==> src/shared/ostz_regs.vh <==
// register map, field positions, reset values and codes of the one-shot pulse timer
`ifndef OSTZ_REGS_VH
`define OSTZ_REGS_VH

// byte addresses
`define OSTZ_ADR_MODE      8'h80
`define OSTZ_ADR_PULSE     8'h84
`define OSTZ_ADR_PRIMARY   8'h88
`define OSTZ_ADR_PRESCALE  8'h8C
`define OSTZ_ADR_SECONDARY 8'h90
`define OSTZ_ADR_WAVE      8'h94
`define OSTZ_ADR_SOURCE    8'h98
`define OSTZ_ADR_PIN_EN    8'h9C

// timer_mode_control fields
`define OSTZ_MODE_FLD_HI   5
`define OSTZ_MODE_FLD_LO   4
`define OSTZ_WRCTL_BIT     6
`define OSTZ_RUN_BIT       7
`define OSTZ_MODE_MASK     8'hF0
`define OSTZ_MODE_ONESHOT  2'h2

// pulse_output_control fields
`define OSTZ_LEVEL_BIT     5
`define OSTZ_TRIG_EN_BIT   6
`define OSTZ_TRIG_EDGE_BIT 7
`define OSTZ_PULSE_MASK    8'hE0

// waveform_ctrl_reg and pin_enable_reg fields
`define OSTZ_START_BIT     0
`define OSTZ_PIN_EN_BIT    0

// count source codes
`define OSTZ_SRC_F1        2'h0
`define OSTZ_SRC_F2        2'h1
`define OSTZ_SRC_F8        2'h2
`define OSTZ_SRC_NBR       2'h3
`define OSTZ_DIV8_LAST     3'h7

// reset values
`define OSTZ_RST_REG8      8'h00
`define OSTZ_RST_SRC       2'h0

`endif

==> src/ostz_src_div.v <==
// count source selection: undivided, divide-by-two, divide-by-eight or neighbour underflow
`timescale 1ns/1ns
`include "ostz_regs.vh"

module ostz_src_div (
	// clock and reset
	input  wire       clk_i,
	input  wire       rst_i,
	// selection
	input  wire [1:0] src_sel_i,
	input  wire       nbr_underflow_i,
	// enable pulse
	output reg        tick_o
);

	reg  [2:0] div_ff;

	// free-running divider; the divided rates keep their phase across a start
	always @(posedge clk_i) begin
		if (rst_i) begin
			div_ff <= 3'h0;
		end else begin
			div_ff <= div_ff + 3'h1;
		end
	end

	always @* begin
		case (src_sel_i)
			`OSTZ_SRC_F1: tick_o = 1'b1;
			`OSTZ_SRC_F2: tick_o = div_ff[0];
			`OSTZ_SRC_F8: tick_o = (div_ff == `OSTZ_DIV8_LAST);
			default:      tick_o = nbr_underflow_i;
		endcase
	end

endmodule

==> src/ostz_sync_edge.v <==
// two-stage synchroniser for the trigger pin with rise and fall detection
`timescale 1ns/1ns

module ostz_sync_edge (
	// clock and reset
	input  wire clk_i,
	input  wire rst_i,
	// asynchronous pin
	input  wire pin_i,
	// edge pulses, one cycle each
	output wire rise_o,
	output wire fall_o
);

	reg meta_ff;
	reg sync_ff;
	reg prev_ff;

	// only sync_ff reads meta_ff, so the edge logic never sees a metastable level
	always @(posedge clk_i) begin
		if (rst_i) begin
			meta_ff <= 1'b0;
			sync_ff <= 1'b0;
			prev_ff <= 1'b0;
		end else begin
			meta_ff <= pin_i;
			sync_ff <= meta_ff;
			prev_ff <= sync_ff;
		end
	end

	assign rise_o = sync_ff & ~prev_ff;
	assign fall_o = ~sync_ff & prev_ff;

endmodule

==> src/ostz_top.v <==
// one-shot pulse timer: eight-bit prescaler and counter behind a classic wishbone slave
//
// Summary of operation
// - prescaler and counter step on one selected source: f1, f2, f8, neighbour.
// - count down from primary reload; underflow reloads, ends pulse, clears start bit.
// - any stop restores counter and prescaler from reloads at the same edge as it halts.
// - pulse lasts (prescaler reload + 1) times (primary reload + 1) source periods.
// - with run bit set, writing one to start bit begins the one-shot.
// - trigger edge starts only with run, pin input enable and trigger enable set.
// - trigger edges while counting are ignored but still raise the pin request.
// - counting stops on underflow reload, run bit cleared or start bit cleared.
// - timer request rises together with the end of the output pulse.
// - reload writes also load an idle counter; while counting, primary applies from next pulse, prescaler from its next reload.
// - level bit 0 gives high pulse, idle low; 1 gives low pulse, idle high.
// - trigger enable 0 leaves pin as plain input; 1 makes it a trigger.
// - trigger edge bit selects falling edge at 0, rising edge at 1.
// - mode field bits 5 and 4 select one-shot generation at binary 10.
// - the secondary reload register is never used in this mode.
// - reads of primary and prescaler return the live count values.
// - run bit 0 stops the timer, 1 allows counting.
// - in this mode the output pin carries the pulse.
// - counter and prescaler are eight bits, each sharing its reload's address.
//
// Implementation choice: the Wishbone slave port.
`timescale 1ns/1ns
`include "ostz_regs.vh"

module ostz_top (
	// clock and reset
	input  wire        clk_i,
	input  wire        rst_i,
	// wishbone slave
	input  wire        cyc_i,
	input  wire        stb_i,
	input  wire        we_i,
	input  wire [7:0]  adr_i,
	input  wire [3:0]  sel_i,
	input  wire [31:0] dat_i,
	output wire [31:0] dat_o,
	output wire        ack_o,
	// pins
	input  wire        ext_trigger_pin_i,
	output wire        pulse_out_pin_o,
	output wire        pulse_out_en_o,
	// neighbour timer
	input  wire        nbr_underflow_i,
	// requests
	output wire        timer_irq_o,
	output wire        pin_irq_o
);

	localparam ST_IDLE = 2'b01;
	localparam ST_CNT  = 2'b10;

	////////////////////////////////////////////////////////////////////////////

	reg  [7:0]  mode_ctl_ff;
	reg  [7:0]  pulse_ctl_ff;
	reg  [7:0]  prim_rld_ff;
	reg  [7:0]  pre_rld_ff;
	reg  [7:0]  sec_rld_ff;
	reg  [7:0]  prim_cnt_ff;
	reg  [7:0]  pre_cnt_ff;
	reg         start_ff;
	reg         pin_en_ff;
	reg  [1:0]  src_sel_ff;
	reg  [1:0]  state_ff;
	reg         out_ff;
	reg         tirq_ff;
	reg         pirq_ff;
	reg         ack_ff;
	reg  [31:0] dat_ff;
	reg         en_ff;

	reg  [7:0]  nxt_mode_ctl;
	reg  [7:0]  nxt_pulse_ctl;
	reg  [7:0]  nxt_prim_rld;
	reg  [7:0]  nxt_pre_rld;
	reg  [7:0]  nxt_sec_rld;
	reg  [7:0]  nxt_prim_cnt;
	reg  [7:0]  nxt_pre_cnt;
	reg         nxt_start;
	reg         nxt_pin_en;
	reg  [1:0]  nxt_src_sel;
	reg  [1:0]  nxt_state;
	reg         nxt_out;
	reg         nxt_tirq;
	reg         nxt_pirq;
	reg  [31:0] nxt_dat;
	reg         nxt_en;

	wire        tick;
	wire        trig_rise;
	wire        trig_fall;
	wire        access;
	wire        wr;
	wire        run_bit;
	wire        op_ok;
	wire        level;
	wire        act_edge;
	wire        trig_ok;
	wire        sw_start;
	wire        sw_stop;
	wire        counting;

	////////////////////////////////////////////////////////////////////////////
	// count source and trigger pin

	ostz_src_div u_src (
		.clk_i           (clk_i),
		.rst_i           (rst_i),
		.src_sel_i       (src_sel_ff),
		.nbr_underflow_i (nbr_underflow_i),
		.tick_o          (tick)
	);

	ostz_sync_edge u_trig (
		.clk_i  (clk_i),
		.rst_i  (rst_i),
		.pin_i  (ext_trigger_pin_i),
		.rise_o (trig_rise),
		.fall_o (trig_fall)
	);

	////////////////////////////////////////////////////////////////////////////
	// decode

	// ack answers one cycle after the request; unmapped reads give zero
	assign access   = cyc_i & stb_i & ~ack_ff;
	assign wr       = access & we_i & sel_i[0];
	assign run_bit  = mode_ctl_ff[`OSTZ_RUN_BIT];
	assign level    = pulse_ctl_ff[`OSTZ_LEVEL_BIT];
	assign counting = state_ff[1];

	// other mode codes leave the block idle; only one-shot generation exists here
	assign op_ok = (mode_ctl_ff[`OSTZ_MODE_FLD_HI:`OSTZ_MODE_FLD_LO] == `OSTZ_MODE_ONESHOT);

	assign act_edge = pulse_ctl_ff[`OSTZ_TRIG_EDGE_BIT] ? trig_rise : trig_fall;

	assign trig_ok = act_edge & run_bit & pin_en_ff
		& pulse_ctl_ff[`OSTZ_TRIG_EN_BIT] & op_ok;

	assign sw_start = wr & (adr_i == `OSTZ_ADR_WAVE) & dat_i[`OSTZ_START_BIT];
	assign sw_stop  = wr & (adr_i == `OSTZ_ADR_WAVE) & ~dat_i[`OSTZ_START_BIT];

	////////////////////////////////////////////////////////////////////////////
	// next state

	always @* begin
		nxt_mode_ctl  = mode_ctl_ff;
		nxt_pulse_ctl = pulse_ctl_ff;
		nxt_prim_rld  = prim_rld_ff;
		nxt_pre_rld   = pre_rld_ff;
		nxt_sec_rld   = sec_rld_ff;
		nxt_prim_cnt  = prim_cnt_ff;
		nxt_pre_cnt   = pre_cnt_ff;
		nxt_start     = start_ff;
		nxt_pin_en    = pin_en_ff;
		nxt_src_sel   = src_sel_ff;
		nxt_state     = state_ff;
		nxt_tirq      = 1'b0;
		nxt_pirq      = 1'b0;

		// register writes
		if (wr) begin
			case (adr_i)
				`OSTZ_ADR_MODE: begin
					nxt_mode_ctl = dat_i[7:0] & `OSTZ_MODE_MASK;
				end
				`OSTZ_ADR_PULSE: begin
					nxt_pulse_ctl = dat_i[7:0] & `OSTZ_PULSE_MASK;
				end
				`OSTZ_ADR_PRIMARY: begin
					nxt_prim_rld = dat_i[7:0];
					if (!counting) begin
						nxt_prim_cnt = dat_i[7:0];
					end
				end
				`OSTZ_ADR_PRESCALE: begin
					nxt_pre_rld = dat_i[7:0];
					if (!counting) begin
						nxt_pre_cnt = dat_i[7:0];
					end
				end
				`OSTZ_ADR_SECONDARY: begin
					// stored for software only, never loaded into the counter
					nxt_sec_rld = dat_i[7:0];
				end
				`OSTZ_ADR_WAVE: begin
					nxt_start = dat_i[`OSTZ_START_BIT];
				end
				`OSTZ_ADR_SOURCE: begin
					nxt_src_sel = dat_i[1:0];
				end
				`OSTZ_ADR_PIN_EN: begin
					nxt_pin_en = dat_i[`OSTZ_PIN_EN_BIT];
				end
				default: begin
					nxt_start = start_ff;
				end
			endcase
		end

		// the pin request follows every enabled active edge, counting or not
		if (act_edge & pin_en_ff) begin
			nxt_pirq = 1'b1;
		end

		case (state_ff)
			ST_IDLE: begin
				// a write of one while the run bit is low is stored but starts nothing
				if (run_bit & op_ok & (sw_start | trig_ok)) begin
					nxt_state    = ST_CNT;
					nxt_start    = 1'b1;
					nxt_prim_cnt = prim_rld_ff;
					nxt_pre_cnt  = pre_rld_ff;
				end
			end
			ST_CNT: begin
				// trig_ok is not looked at here, so edges during the pulse are dropped
				// a stop outranks an underflow in the same cycle, so no request follows it
				if (!run_bit | sw_stop | !op_ok) begin
					nxt_state    = ST_IDLE;
					nxt_start    = 1'b0;
					nxt_prim_cnt = prim_rld_ff;
					nxt_pre_cnt  = pre_rld_ff;
				end else if (tick) begin
					if (pre_cnt_ff == 8'h00) begin
						nxt_pre_cnt = pre_rld_ff;
						if (prim_cnt_ff == 8'h00) begin
							nxt_prim_cnt = prim_rld_ff;
							nxt_start    = 1'b0;
							nxt_state    = ST_IDLE;
							nxt_tirq     = 1'b1;
						end else begin
							nxt_prim_cnt = prim_cnt_ff - 8'h01;
						end
					end else begin
						nxt_pre_cnt = pre_cnt_ff - 8'h01;
					end
				end
			end
			default: begin
				nxt_state = ST_IDLE;
				nxt_start = 1'b0;
			end
		endcase

		// pulse level follows the state; the end and the request share one edge
		nxt_out = (nxt_state == ST_CNT) ? ~level : level;

		// the enable is registered yet follows a mode write at that write's own edge
		nxt_en = (nxt_mode_ctl[`OSTZ_MODE_FLD_HI:`OSTZ_MODE_FLD_LO] == `OSTZ_MODE_ONESHOT);

		// read data
		// counter locations show the live counts, so software can watch a pulse run
		nxt_dat = 32'h0000_0000;
		case (adr_i)
			`OSTZ_ADR_MODE: begin
				nxt_dat[7:0] = mode_ctl_ff;
			end
			`OSTZ_ADR_PULSE: begin
				nxt_dat[7:0] = pulse_ctl_ff;
			end
			`OSTZ_ADR_PRIMARY: begin
				nxt_dat[7:0] = prim_cnt_ff;
			end
			`OSTZ_ADR_PRESCALE: begin
				nxt_dat[7:0] = pre_cnt_ff;
			end
			`OSTZ_ADR_SECONDARY: begin
				nxt_dat[7:0] = sec_rld_ff;
			end
			`OSTZ_ADR_WAVE: begin
				nxt_dat[`OSTZ_START_BIT] = start_ff;
			end
			`OSTZ_ADR_SOURCE: begin
				nxt_dat[1:0] = src_sel_ff;
			end
			`OSTZ_ADR_PIN_EN: begin
				nxt_dat[`OSTZ_PIN_EN_BIT] = pin_en_ff;
			end
			default: begin
				nxt_dat = 32'h0000_0000;
			end
		endcase
	end

	////////////////////////////////////////////////////////////////////////////
	// registers

	always @(posedge clk_i) begin
		if (rst_i) begin
			mode_ctl_ff  <= `OSTZ_RST_REG8;
			pulse_ctl_ff <= `OSTZ_RST_REG8;
			prim_rld_ff  <= `OSTZ_RST_REG8;
			pre_rld_ff   <= `OSTZ_RST_REG8;
			sec_rld_ff   <= `OSTZ_RST_REG8;
			prim_cnt_ff  <= `OSTZ_RST_REG8;
			pre_cnt_ff   <= `OSTZ_RST_REG8;
			start_ff     <= 1'b0;
			pin_en_ff    <= 1'b0;
			src_sel_ff   <= `OSTZ_RST_SRC;
			state_ff     <= ST_IDLE;
			out_ff       <= 1'b0;
			tirq_ff      <= 1'b0;
			pirq_ff      <= 1'b0;
			ack_ff       <= 1'b0;
			dat_ff       <= 32'h0000_0000;
			en_ff        <= 1'b0;
		end else begin
			mode_ctl_ff  <= nxt_mode_ctl;
			pulse_ctl_ff <= nxt_pulse_ctl;
			prim_rld_ff  <= nxt_prim_rld;
			pre_rld_ff   <= nxt_pre_rld;
			sec_rld_ff   <= nxt_sec_rld;
			prim_cnt_ff  <= nxt_prim_cnt;
			pre_cnt_ff   <= nxt_pre_cnt;
			start_ff     <= nxt_start;
			pin_en_ff    <= nxt_pin_en;
			src_sel_ff   <= nxt_src_sel;
			state_ff     <= nxt_state;
			out_ff       <= nxt_out;
			tirq_ff      <= nxt_tirq;
			pirq_ff      <= nxt_pirq;
			ack_ff       <= cyc_i & stb_i & ~ack_ff;
			en_ff        <= nxt_en;
			if (access & ~we_i) begin
				dat_ff <= nxt_dat;
			end
		end
	end

	////////////////////////////////////////////////////////////////////////////
	// outputs

	assign dat_o           = dat_ff;
	assign ack_o           = ack_ff;
	assign pulse_out_pin_o = out_ff;
	assign pulse_out_en_o  = en_ff;
	assign timer_irq_o     = tirq_ff;
	assign pin_irq_o       = pirq_ff;

endmodule

==> config.mk <==
export PLATFORM = sky130hd
export DESIGN_NAME = ostz_top
export DESIGN_NICKNAME = d
export VERILOG_FILES = /design/src/ostz_src_div.v /design/src/ostz_sync_edge.v /design/src/ostz_top.v
export VERILOG_INCLUDE_DIRS = /design/src /design/src/shared
export SDC_FILE = /design/constraint.sdc
export NUM_CORES = 1
export LEC_CHECK = 0
export ABC_AREA = 1
export BUFFER_PORTS_ARGS = -buffer_cell sky130_fd_sc_hd__buf_4
export CORE_MARGIN = 2
export CORE_UTILIZATION = 30
export DETAILED_ROUTE_END_ITERATION = 7
export SYNTH_ARGS = -nofsm -noshare
export SYNTH_HDL_FRONTEND = slang
export SYNTH_HIERARCHICAL = 1
export SYNTH_SLANG_ARGS = --single-unit
==> constraint.sdc <==
create_clock -name clk_i -period 2.6 [get_ports clk_i]
set_clock_uncertainty 0.2 [all_clocks]
set_input_delay 0.13 -clock clk_i [delete_from_list [all_inputs] [get_ports clk_i]]
set_output_delay 0.13 -clock clk_i [all_outputs]
set_load 0.05 [all_outputs]
# Yosys cells after proc, flatten, opt, wreduce, memory -nomap -nowiden
# Cells that the tools add are included.
# totals
ff_bits	72
in_bits	51
output_inout_bits	37
wordCells	124
# classes
addsub	3
n_eq_ne	16
muxes	41
bitwise_logic	29
reduce_logical	13
# op_table
cell	n
8-bit 2-to-1 mux	15
8-bit == test (second input constant)	8
8-bit one-hot mux with 2 select lines	2
6-bit one-hot mux with 5 select lines	1
1-bit AND	17
8-bit logical NOT	2
8-bit by 1-bit subtractor with 8-bit output (second input constant)	2
2-bit AND reduction	7
6-bit 2-to-1 mux	2
1-bit 2-to-1 mux	11
2-bit == test (second input constant)	5
2-bit 2-to-1 mux	5
1-bit NOT	9
1-bit one-hot mux with 6 select lines	1
5-bit OR reduction	1
2-bit by 1-bit == test with 1-bit output (second input constant)	2
1-bit one-hot mux with 4 select lines	1
2-bit one-hot mux with 2 select lines	1
3-bit by 1-bit adder with 3-bit output (second input constant)	1
3-bit == test (second input constant)	1
1-bit OR	3
1-bit one-hot mux with 3 select lines	1
1-bit logical NOT	2
2-bit logical NOT	1
1-bit one-hot mux with 2 select lines	1

# Depth between registers and ports, before layout
# depth
ltp_word	13
ltp_mapped	14
depth_no_buf	14

# Cells and area by module
# Netlist, hierarchy kept.
# by_module_without_submodules
module	n_inst	cells_each	area_each_um2	seq_area_each_um2
ostz_top	1	587	4015.1	1321.3
ostz_src_div	1	18	135.1	60.1
ostz_sync_edge	1	12	93.8	60.1

# Least setup slack after synthesis
# OpenSTA, ideal clock, no wires.
# synth_timing
path_type	register -> register
startpoint	register ack_ff (netlist: ack_o)
endpoint	register prim_cnt_ff[0]
setup_time_ps	69
arrival_ps	1768
required_ps	2331
setup_slack_ps	563
path_stages_with_launch	10
path_buffers	0
synth_period_minus_slack_ps	2037
path_cell_list	dfxtp_1 -> nand3b_1 -> nor2_4 -> nand3_2 -> nand2_4 -> a21oi_2 -> nor2_2 -> o21ai_1 -> nand2_1 -> o21ai_1
# synth_between
elab_chain_len	10
word_cells_on_any_way	17
classes_between	mux: 6; bitwise: 11
# synth_rtl
item	line_no	rtl
from (decl)	ostz_top.v:71	reg ack_ff;
from (signal assigned)	ostz_top.v:326	ack_ff <= cyc_i & stb_i & ~ack_ff;
1-bit NOT (*)	ostz_top.v:129	assign access = cyc_i & stb_i & ~ack_ff;
1-bit AND (*)	ostz_top.v:129	
1-bit AND (*) (2 in series)	ostz_top.v:130	assign wr = access & we_i & sel_i[0];
1-bit AND	ostz_top.v:143, ostz_top.v:144	
1-bit AND, on equally long branches	ostz_top.v:144, ostz_top.v:143	
1-bit OR, on equally long branches	ostz_top.v:222, ostz_top.v:212	
1-bit OR / 1-bit AND (equally long branches)	ostz_top.v:222, ostz_top.v:212	
8-bit 2-to-1 mux, on equally long branches	ostz_top.v:222, ostz_top.v:212	
8-bit one-hot mux with 2 select lines (*)	ostz_top.v:209	case (state_ff)
to (signal assigned)	ostz_top.v:299	prim_cnt_ff <= `OSTZ_RST_REG8;
to (signal assigned)	ostz_top.v:317	prim_cnt_ff <= nxt_prim_cnt;
to (decl)	ostz_top.v:62	reg [7:0] prim_cnt_ff;
# Mark *: on every way between the ends. The rest lies on a longest branch, timed or not.
# A chain may end at the register's enable or synchronous reset.

# Worst setup path in the final report
# layout_timing
startpoint	register u_src.div_ff[0]
endpoint	register prim_cnt_ff[3]
# layout_between
elab_chain_len	5
# layout_rtl
item	line_no	rtl
from (decl)	ostz_src_div.v:16	reg [2:0] div_ff;
from (signal assigned)	ostz_src_div.v:23	div_ff <= div_ff + 3'h1;
3-bit == test (no source line)	n/a	
1-bit one-hot mux with 3 select lines (*)	ostz_src_div.v:28	case (src_sel_i)
via tick	ostz_top.v:92	wire tick;
8-bit 2-to-1 mux (*)	ostz_top.v:227	end else if (tick) begin
8-bit 2-to-1 mux (*)	ostz_top.v:222	if (!run_bit | sw_stop | !op_ok) begin
8-bit one-hot mux with 2 select lines (*)	ostz_top.v:209	
# The timed path passes the listed nets; every way through them passes the cells marked *.

==> summary.txt <==
STATUS
--------------------------------------------------------------------------------------------------------
Run status                                                                                  complete, no violations

CRITICAL PATH
--------------------------------------------------------------------------------------------------------
CP required                                                                                      2.67 ns
Series of cell instances along the critical path                                            ha_1 -> ha_1 -> inv_1 -> nand2_1 -> nand2_1 -> nand2_1 -> nand2_1 -> inv_1 -> o21ai_1 -> nand2_1 -> o21ai_1
Worst setup path category                                                                   flop to flop
Element type at the critical path end                                                               flop
Type of element launching the critical path                                                         flop
Delay of the slowest cell on the worst path                                                      0.33 ns
Arrival time worst endpoint                                                                      2.39 ns
Slowest CP cell                                                                             sky130_fd_sc_hd__dfxtp_1
Top cell by count, worst path                                                               sky130_fd_sc_hd__nand2_1
Cell depth of the worst flop-to-flop path                                                             11
CP max FO                                                                                              5

SYNTHESIS
--------------------------------------------------------------------------------------------------------
Proportion of register bits with asynchronous set or reset after synthesis                            0%
Number of enable flip-flop cells after synthesis                                                       0
Part of the Yosys area used for sequential elements                                                34.0%
Warnings from Yosys                                                                                    6
Area fraction of the dominant cell type after synthesis                                            34.0%
Post-Synthesis Mean Instance Area                                                               6.88 um2
Dominant synthesized flop cell                                                              sky130_fd_sc_hd__dfxtp_1
Synthesis-stage register bit count                                                                    72
Cells after synthesis                                                                                617
Cell types with the largest area share after synthesis                                      sky130_fd_sc_hd__dfxtp_1 (34%), sky130_fd_sc_hd__nand2_1 (12%), sky130_fd_sc_hd__nor2_1 (6.1%)
Post-synth design cell area                                                                     4240 um2
Post-synth top area cell                                                                    sky130_fd_sc_hd__dfxtp_1
Synth unique cells                                                                                    43

POWER
--------------------------------------------------------------------------------------------------------
Share of total power in the clock network                                                          44.3%
Cell-internal power                                                                              2.00 mW
Switching power                                                                                 0.836 mW
Portion of total power attributed to combinational logic                                           15.6%
Power per unit of standard cell area                                                          556 nW/um2
Switching power share of the total                                                                 29.5%
Leakage                                                                                          2.17 nW
Largest voltage drop on the vdd net                                                               273 uV
Total power draw                                                                                 2.84 mW
Fraction of power consumed by sequential logic                                                     40.1%

CTS
--------------------------------------------------------------------------------------------------------
Clk_lat worst skew                                                                               0.34 ns
Cell at the root of the clock tree                                                          sky130_fd_sc_hd__clkbuf_16
Maximum level of the CTS H-tree                                                                        3
Clock Path Buffers                                                                                     2
Number of CTS-inserted buffers                                                                         9
Post-CTS clock slew at the launch and capture registers of the worst setup and hold paths        0.06 ns
Clock tree from TritonCTS                                                                           done
Total clock sinks                                                                                     72

DIE
--------------------------------------------------------------------------------------------------------
Number of ports placed on the die boundary                                                            88
Floorplan row count                                                                                   43
Core Region                                                                                    13800 um2
Initial core utilization                                                                           30.7%
Area enclosed by the die boundary                                                              15100 um2
Vert. Die Dim                                                                                     123 um
Die width                                                                                         123 um

STA
--------------------------------------------------------------------------------------------------------
Worst relative slew slack                                                                          61.7%
Final setup viols                                                                                      0
Final Hold Viols                                                                                       0
Final critical-path share of the clock period                                                      89.1%
Min Hold Slack                                                                                 0.0168 ns
Crit path time final                                                                             2.32 ns
Final-layout setup total negative slack                                                             0 ns
Max Freq                                                                                         431 MHz
Unrepaired setup endpoints after global routing                                                       no
Slew at the pin closest to its max-slew limit                                                   0.573 ns
Final number of max-transition violations                                                              0

ROUTE
--------------------------------------------------------------------------------------------------------
Iteration count of the initial detailed-routing pass                                                   5
Count of antenna-violating nets left after detailed routing                                            0
Top metal layer carrying routed signals                                                             met4
Drt wl/cell                                                                                      14.8 um
WL final                                                                                        12700 um
Via-to-Cell Ratio                                                                                   4.76
Vias post-DR                                                                                        4094
Metal2 WL                                                                                        5480 um
DRC errors left                                                                                        0
Met1 routed wirelength after detailed routing                                                    5880 um
Number of DRC violations after detailed-routing iteration 0                                          351
Length of routed met3 wiring                                                                      824 um

PLACED DESIGN
--------------------------------------------------------------------------------------------------------
Cell area after placement                                                                       4690 um2
Placed wire-length estimate after detailed placement                                             9610 um
Buffers on Ports                                                                                      36
Final weighted congestion in routability-driven placement                                          0.944
Cell total after placement                                                                           833

GLOBAL ROUTING
--------------------------------------------------------------------------------------------------------
Global-route total usage across every layer                                                        17.8%
Antenna violations before repair                                                                       0
Maximum number of pins on one net before global-route repair                                          29
Via count of the first global-routing pass                                                          3816
First-pass GRT wire length                                                                      20300 um
Remaining global-route overflow                                                                        0

FLOW RUN
--------------------------------------------------------------------------------------------------------
Number of violations of the max-capacitance limit                                                      0

FINISH
--------------------------------------------------------------------------------------------------------
Ratio of cells with drive above 1 in the final layout                                              16.5%
Post-Layout Inst Area                                                                           5100 um2
P&R area growth vs syn                                                                             20.2%
Layout Nets                                                                                          732
Antenna Cells                                                                                          0
Leading cell type in the layout, fill and taps excluded                                     sky130_fd_sc_hd__nand2_1
Final cell count without fillers                                                                     860
Top library cells by usage in the layout, fill and taps aside                               sky130_fd_sc_hd__nand2_1 (134), sky130_fd_sc_hd__dfxtp_1 (72), sky130_fd_sc_hd__nor2_1 (69), sky130_fd_sc_hd__inv_1 (62), sky130_fd_sc_hd__o21ai_0 (51)

HOLD PATH
--------------------------------------------------------------------------------------------------------
Type of the tightest min-delay check                                                        primary input to flop
Hold Crit Depth                                                                                        4

## state kept, by name, summed over array words and instances (netlist names), 2 cells and up
name and count:
dat_o 8, pre_cnt_ff 8, pre_rld_ff 8, prim_cnt_ff 8
prim_rld_ff 8, sec_rld_ff 8, mode_ctl_ff 4, pulse_ctl_ff 3
u_src/div_ff 3, src_sel_ff 2, state_ff 2
## cells in the mapped netlist, types with 4 or more instances
cell type                  instances
sky130_fd_sc_hd__buf_4            25
sky130_fd_sc_hd__nand3_1          24
sky130_fd_sc_hd__o21ai_0          51
sky130_fd_sc_hd__a21oi_1          50
sky130_fd_sc_hd__o21ai_1           7
sky130_fd_sc_hd__o22ai_1           7
sky130_fd_sc_hd__inv_1            62
sky130_fd_sc_hd__nand2_4           5
sky130_fd_sc_hd__clkbuf_1          9
sky130_fd_sc_hd__a211oi_1          5
sky130_fd_sc_hd__xor2_1            9
sky130_fd_sc_hd__nor2_2            8
sky130_fd_sc_hd__ha_1              6
sky130_fd_sc_hd__nor2_4            7
sky130_fd_sc_hd__nor2_1           69
sky130_fd_sc_hd__nor3_1           13
sky130_fd_sc_hd__dfxtp_1          72
sky130_fd_sc_hd__inv_2             5
sky130_fd_sc_hd__a31oi_1           5
sky130_fd_sc_hd__nand3_2           4
sky130_fd_sc_hd__nand2_1         134
sky130_fd_sc_hd__a21oi_2           5
## through the flow
step | util, % | setup WS, ns
global route | 36.9 | 0.136
floorplan | - | 0.563
finish | 36.9 | 0.282
detailed placement | 34.0 | 0.374
CTS | 36.9 | 0.324
global placement | 34.0 | 0.376
## final cells by class
cell class / instances / area, um2
Timing Repair Buffer: 61 / 485
Fill cell: 1446 / 8720
Multi-Input combinational cell: 462 / 2390
Tap cell: 180 / 225
Inverter: 69 / 263
Sequential cell: 72 / 1440
Clock inverter: 6 / 68.8
Clock buffer: 10 / 229
## path summary, 6_finish.rpt
| path | start | endpoint | slack [ns] |
|---|---|---|---|
| hold reg to reg | u_trig/meta_ff | u_trig/sync_ff | 0.22 |
| setup / recovery | u_src/div_ff[0] | prim_cnt_ff[3] | 0.28 |
| hold / removal | dat_i[7] | sec_rld_ff[7] | 0.02 |
| setup reg to reg | u_src/div_ff[0] | prim_cnt_ff[3] | 0.28 |
## routing by layer
| layer | track usage, % | vias to the layer above |
|---|---|---|
| li1 | - | 2092 |
| met1 | 23.9 | 1839 |
| met2 | 27.1 | 132 |
| met3 | 3.14 | 31 |
| met4 | 9.55 | 0 |
| met5 | 0 | - |
## logic make-up (layout without fill, tap and decap cells)
logic type	Yosys count	count (layout)	share of synthesized area, %
fa+ha+maj	6	6	1.77
xor+xnor	11	11	2.27
compound gates	143	143	19.0
other cells	1	24	0.0884
buf+inv	106	146	11.8
simple gates	278	278	31.1
flops	72	72	34.0
## power by group through the flow
stage / logic [mW] / clock network [mW] / registers [mW]
3_5_place_dp: 0.424 / 0 / 1.16
2_1_floorplan: 0.330 / 0 / 1.17
6_report: 0.443 / 1.26 / 1.14
3_3_place_gp: 0.425 / 0 / 1.16
4_1_cts: 0.439 / 1.27 / 1.14
5_1_grt: 0.484 / 1.33 / 1.14
## critical path: cells and delay by family (launching register included)
kind,cells,cell delay [ns]
fa+ha+maj,2,0.37
simple gates,5,0.75
flops,1,0.33
compound gates,2,0.45
buf+inv,2,0.18
## repair_timing
action | 4_1_cts | 5_1_grt
setup buffers | 0 | 0
gates resized for setup | 0 | 0
endpoints found under the hold margin | 30 | 0
hold buffers | 11 | 0
Power figures use the tool's default switching activity.
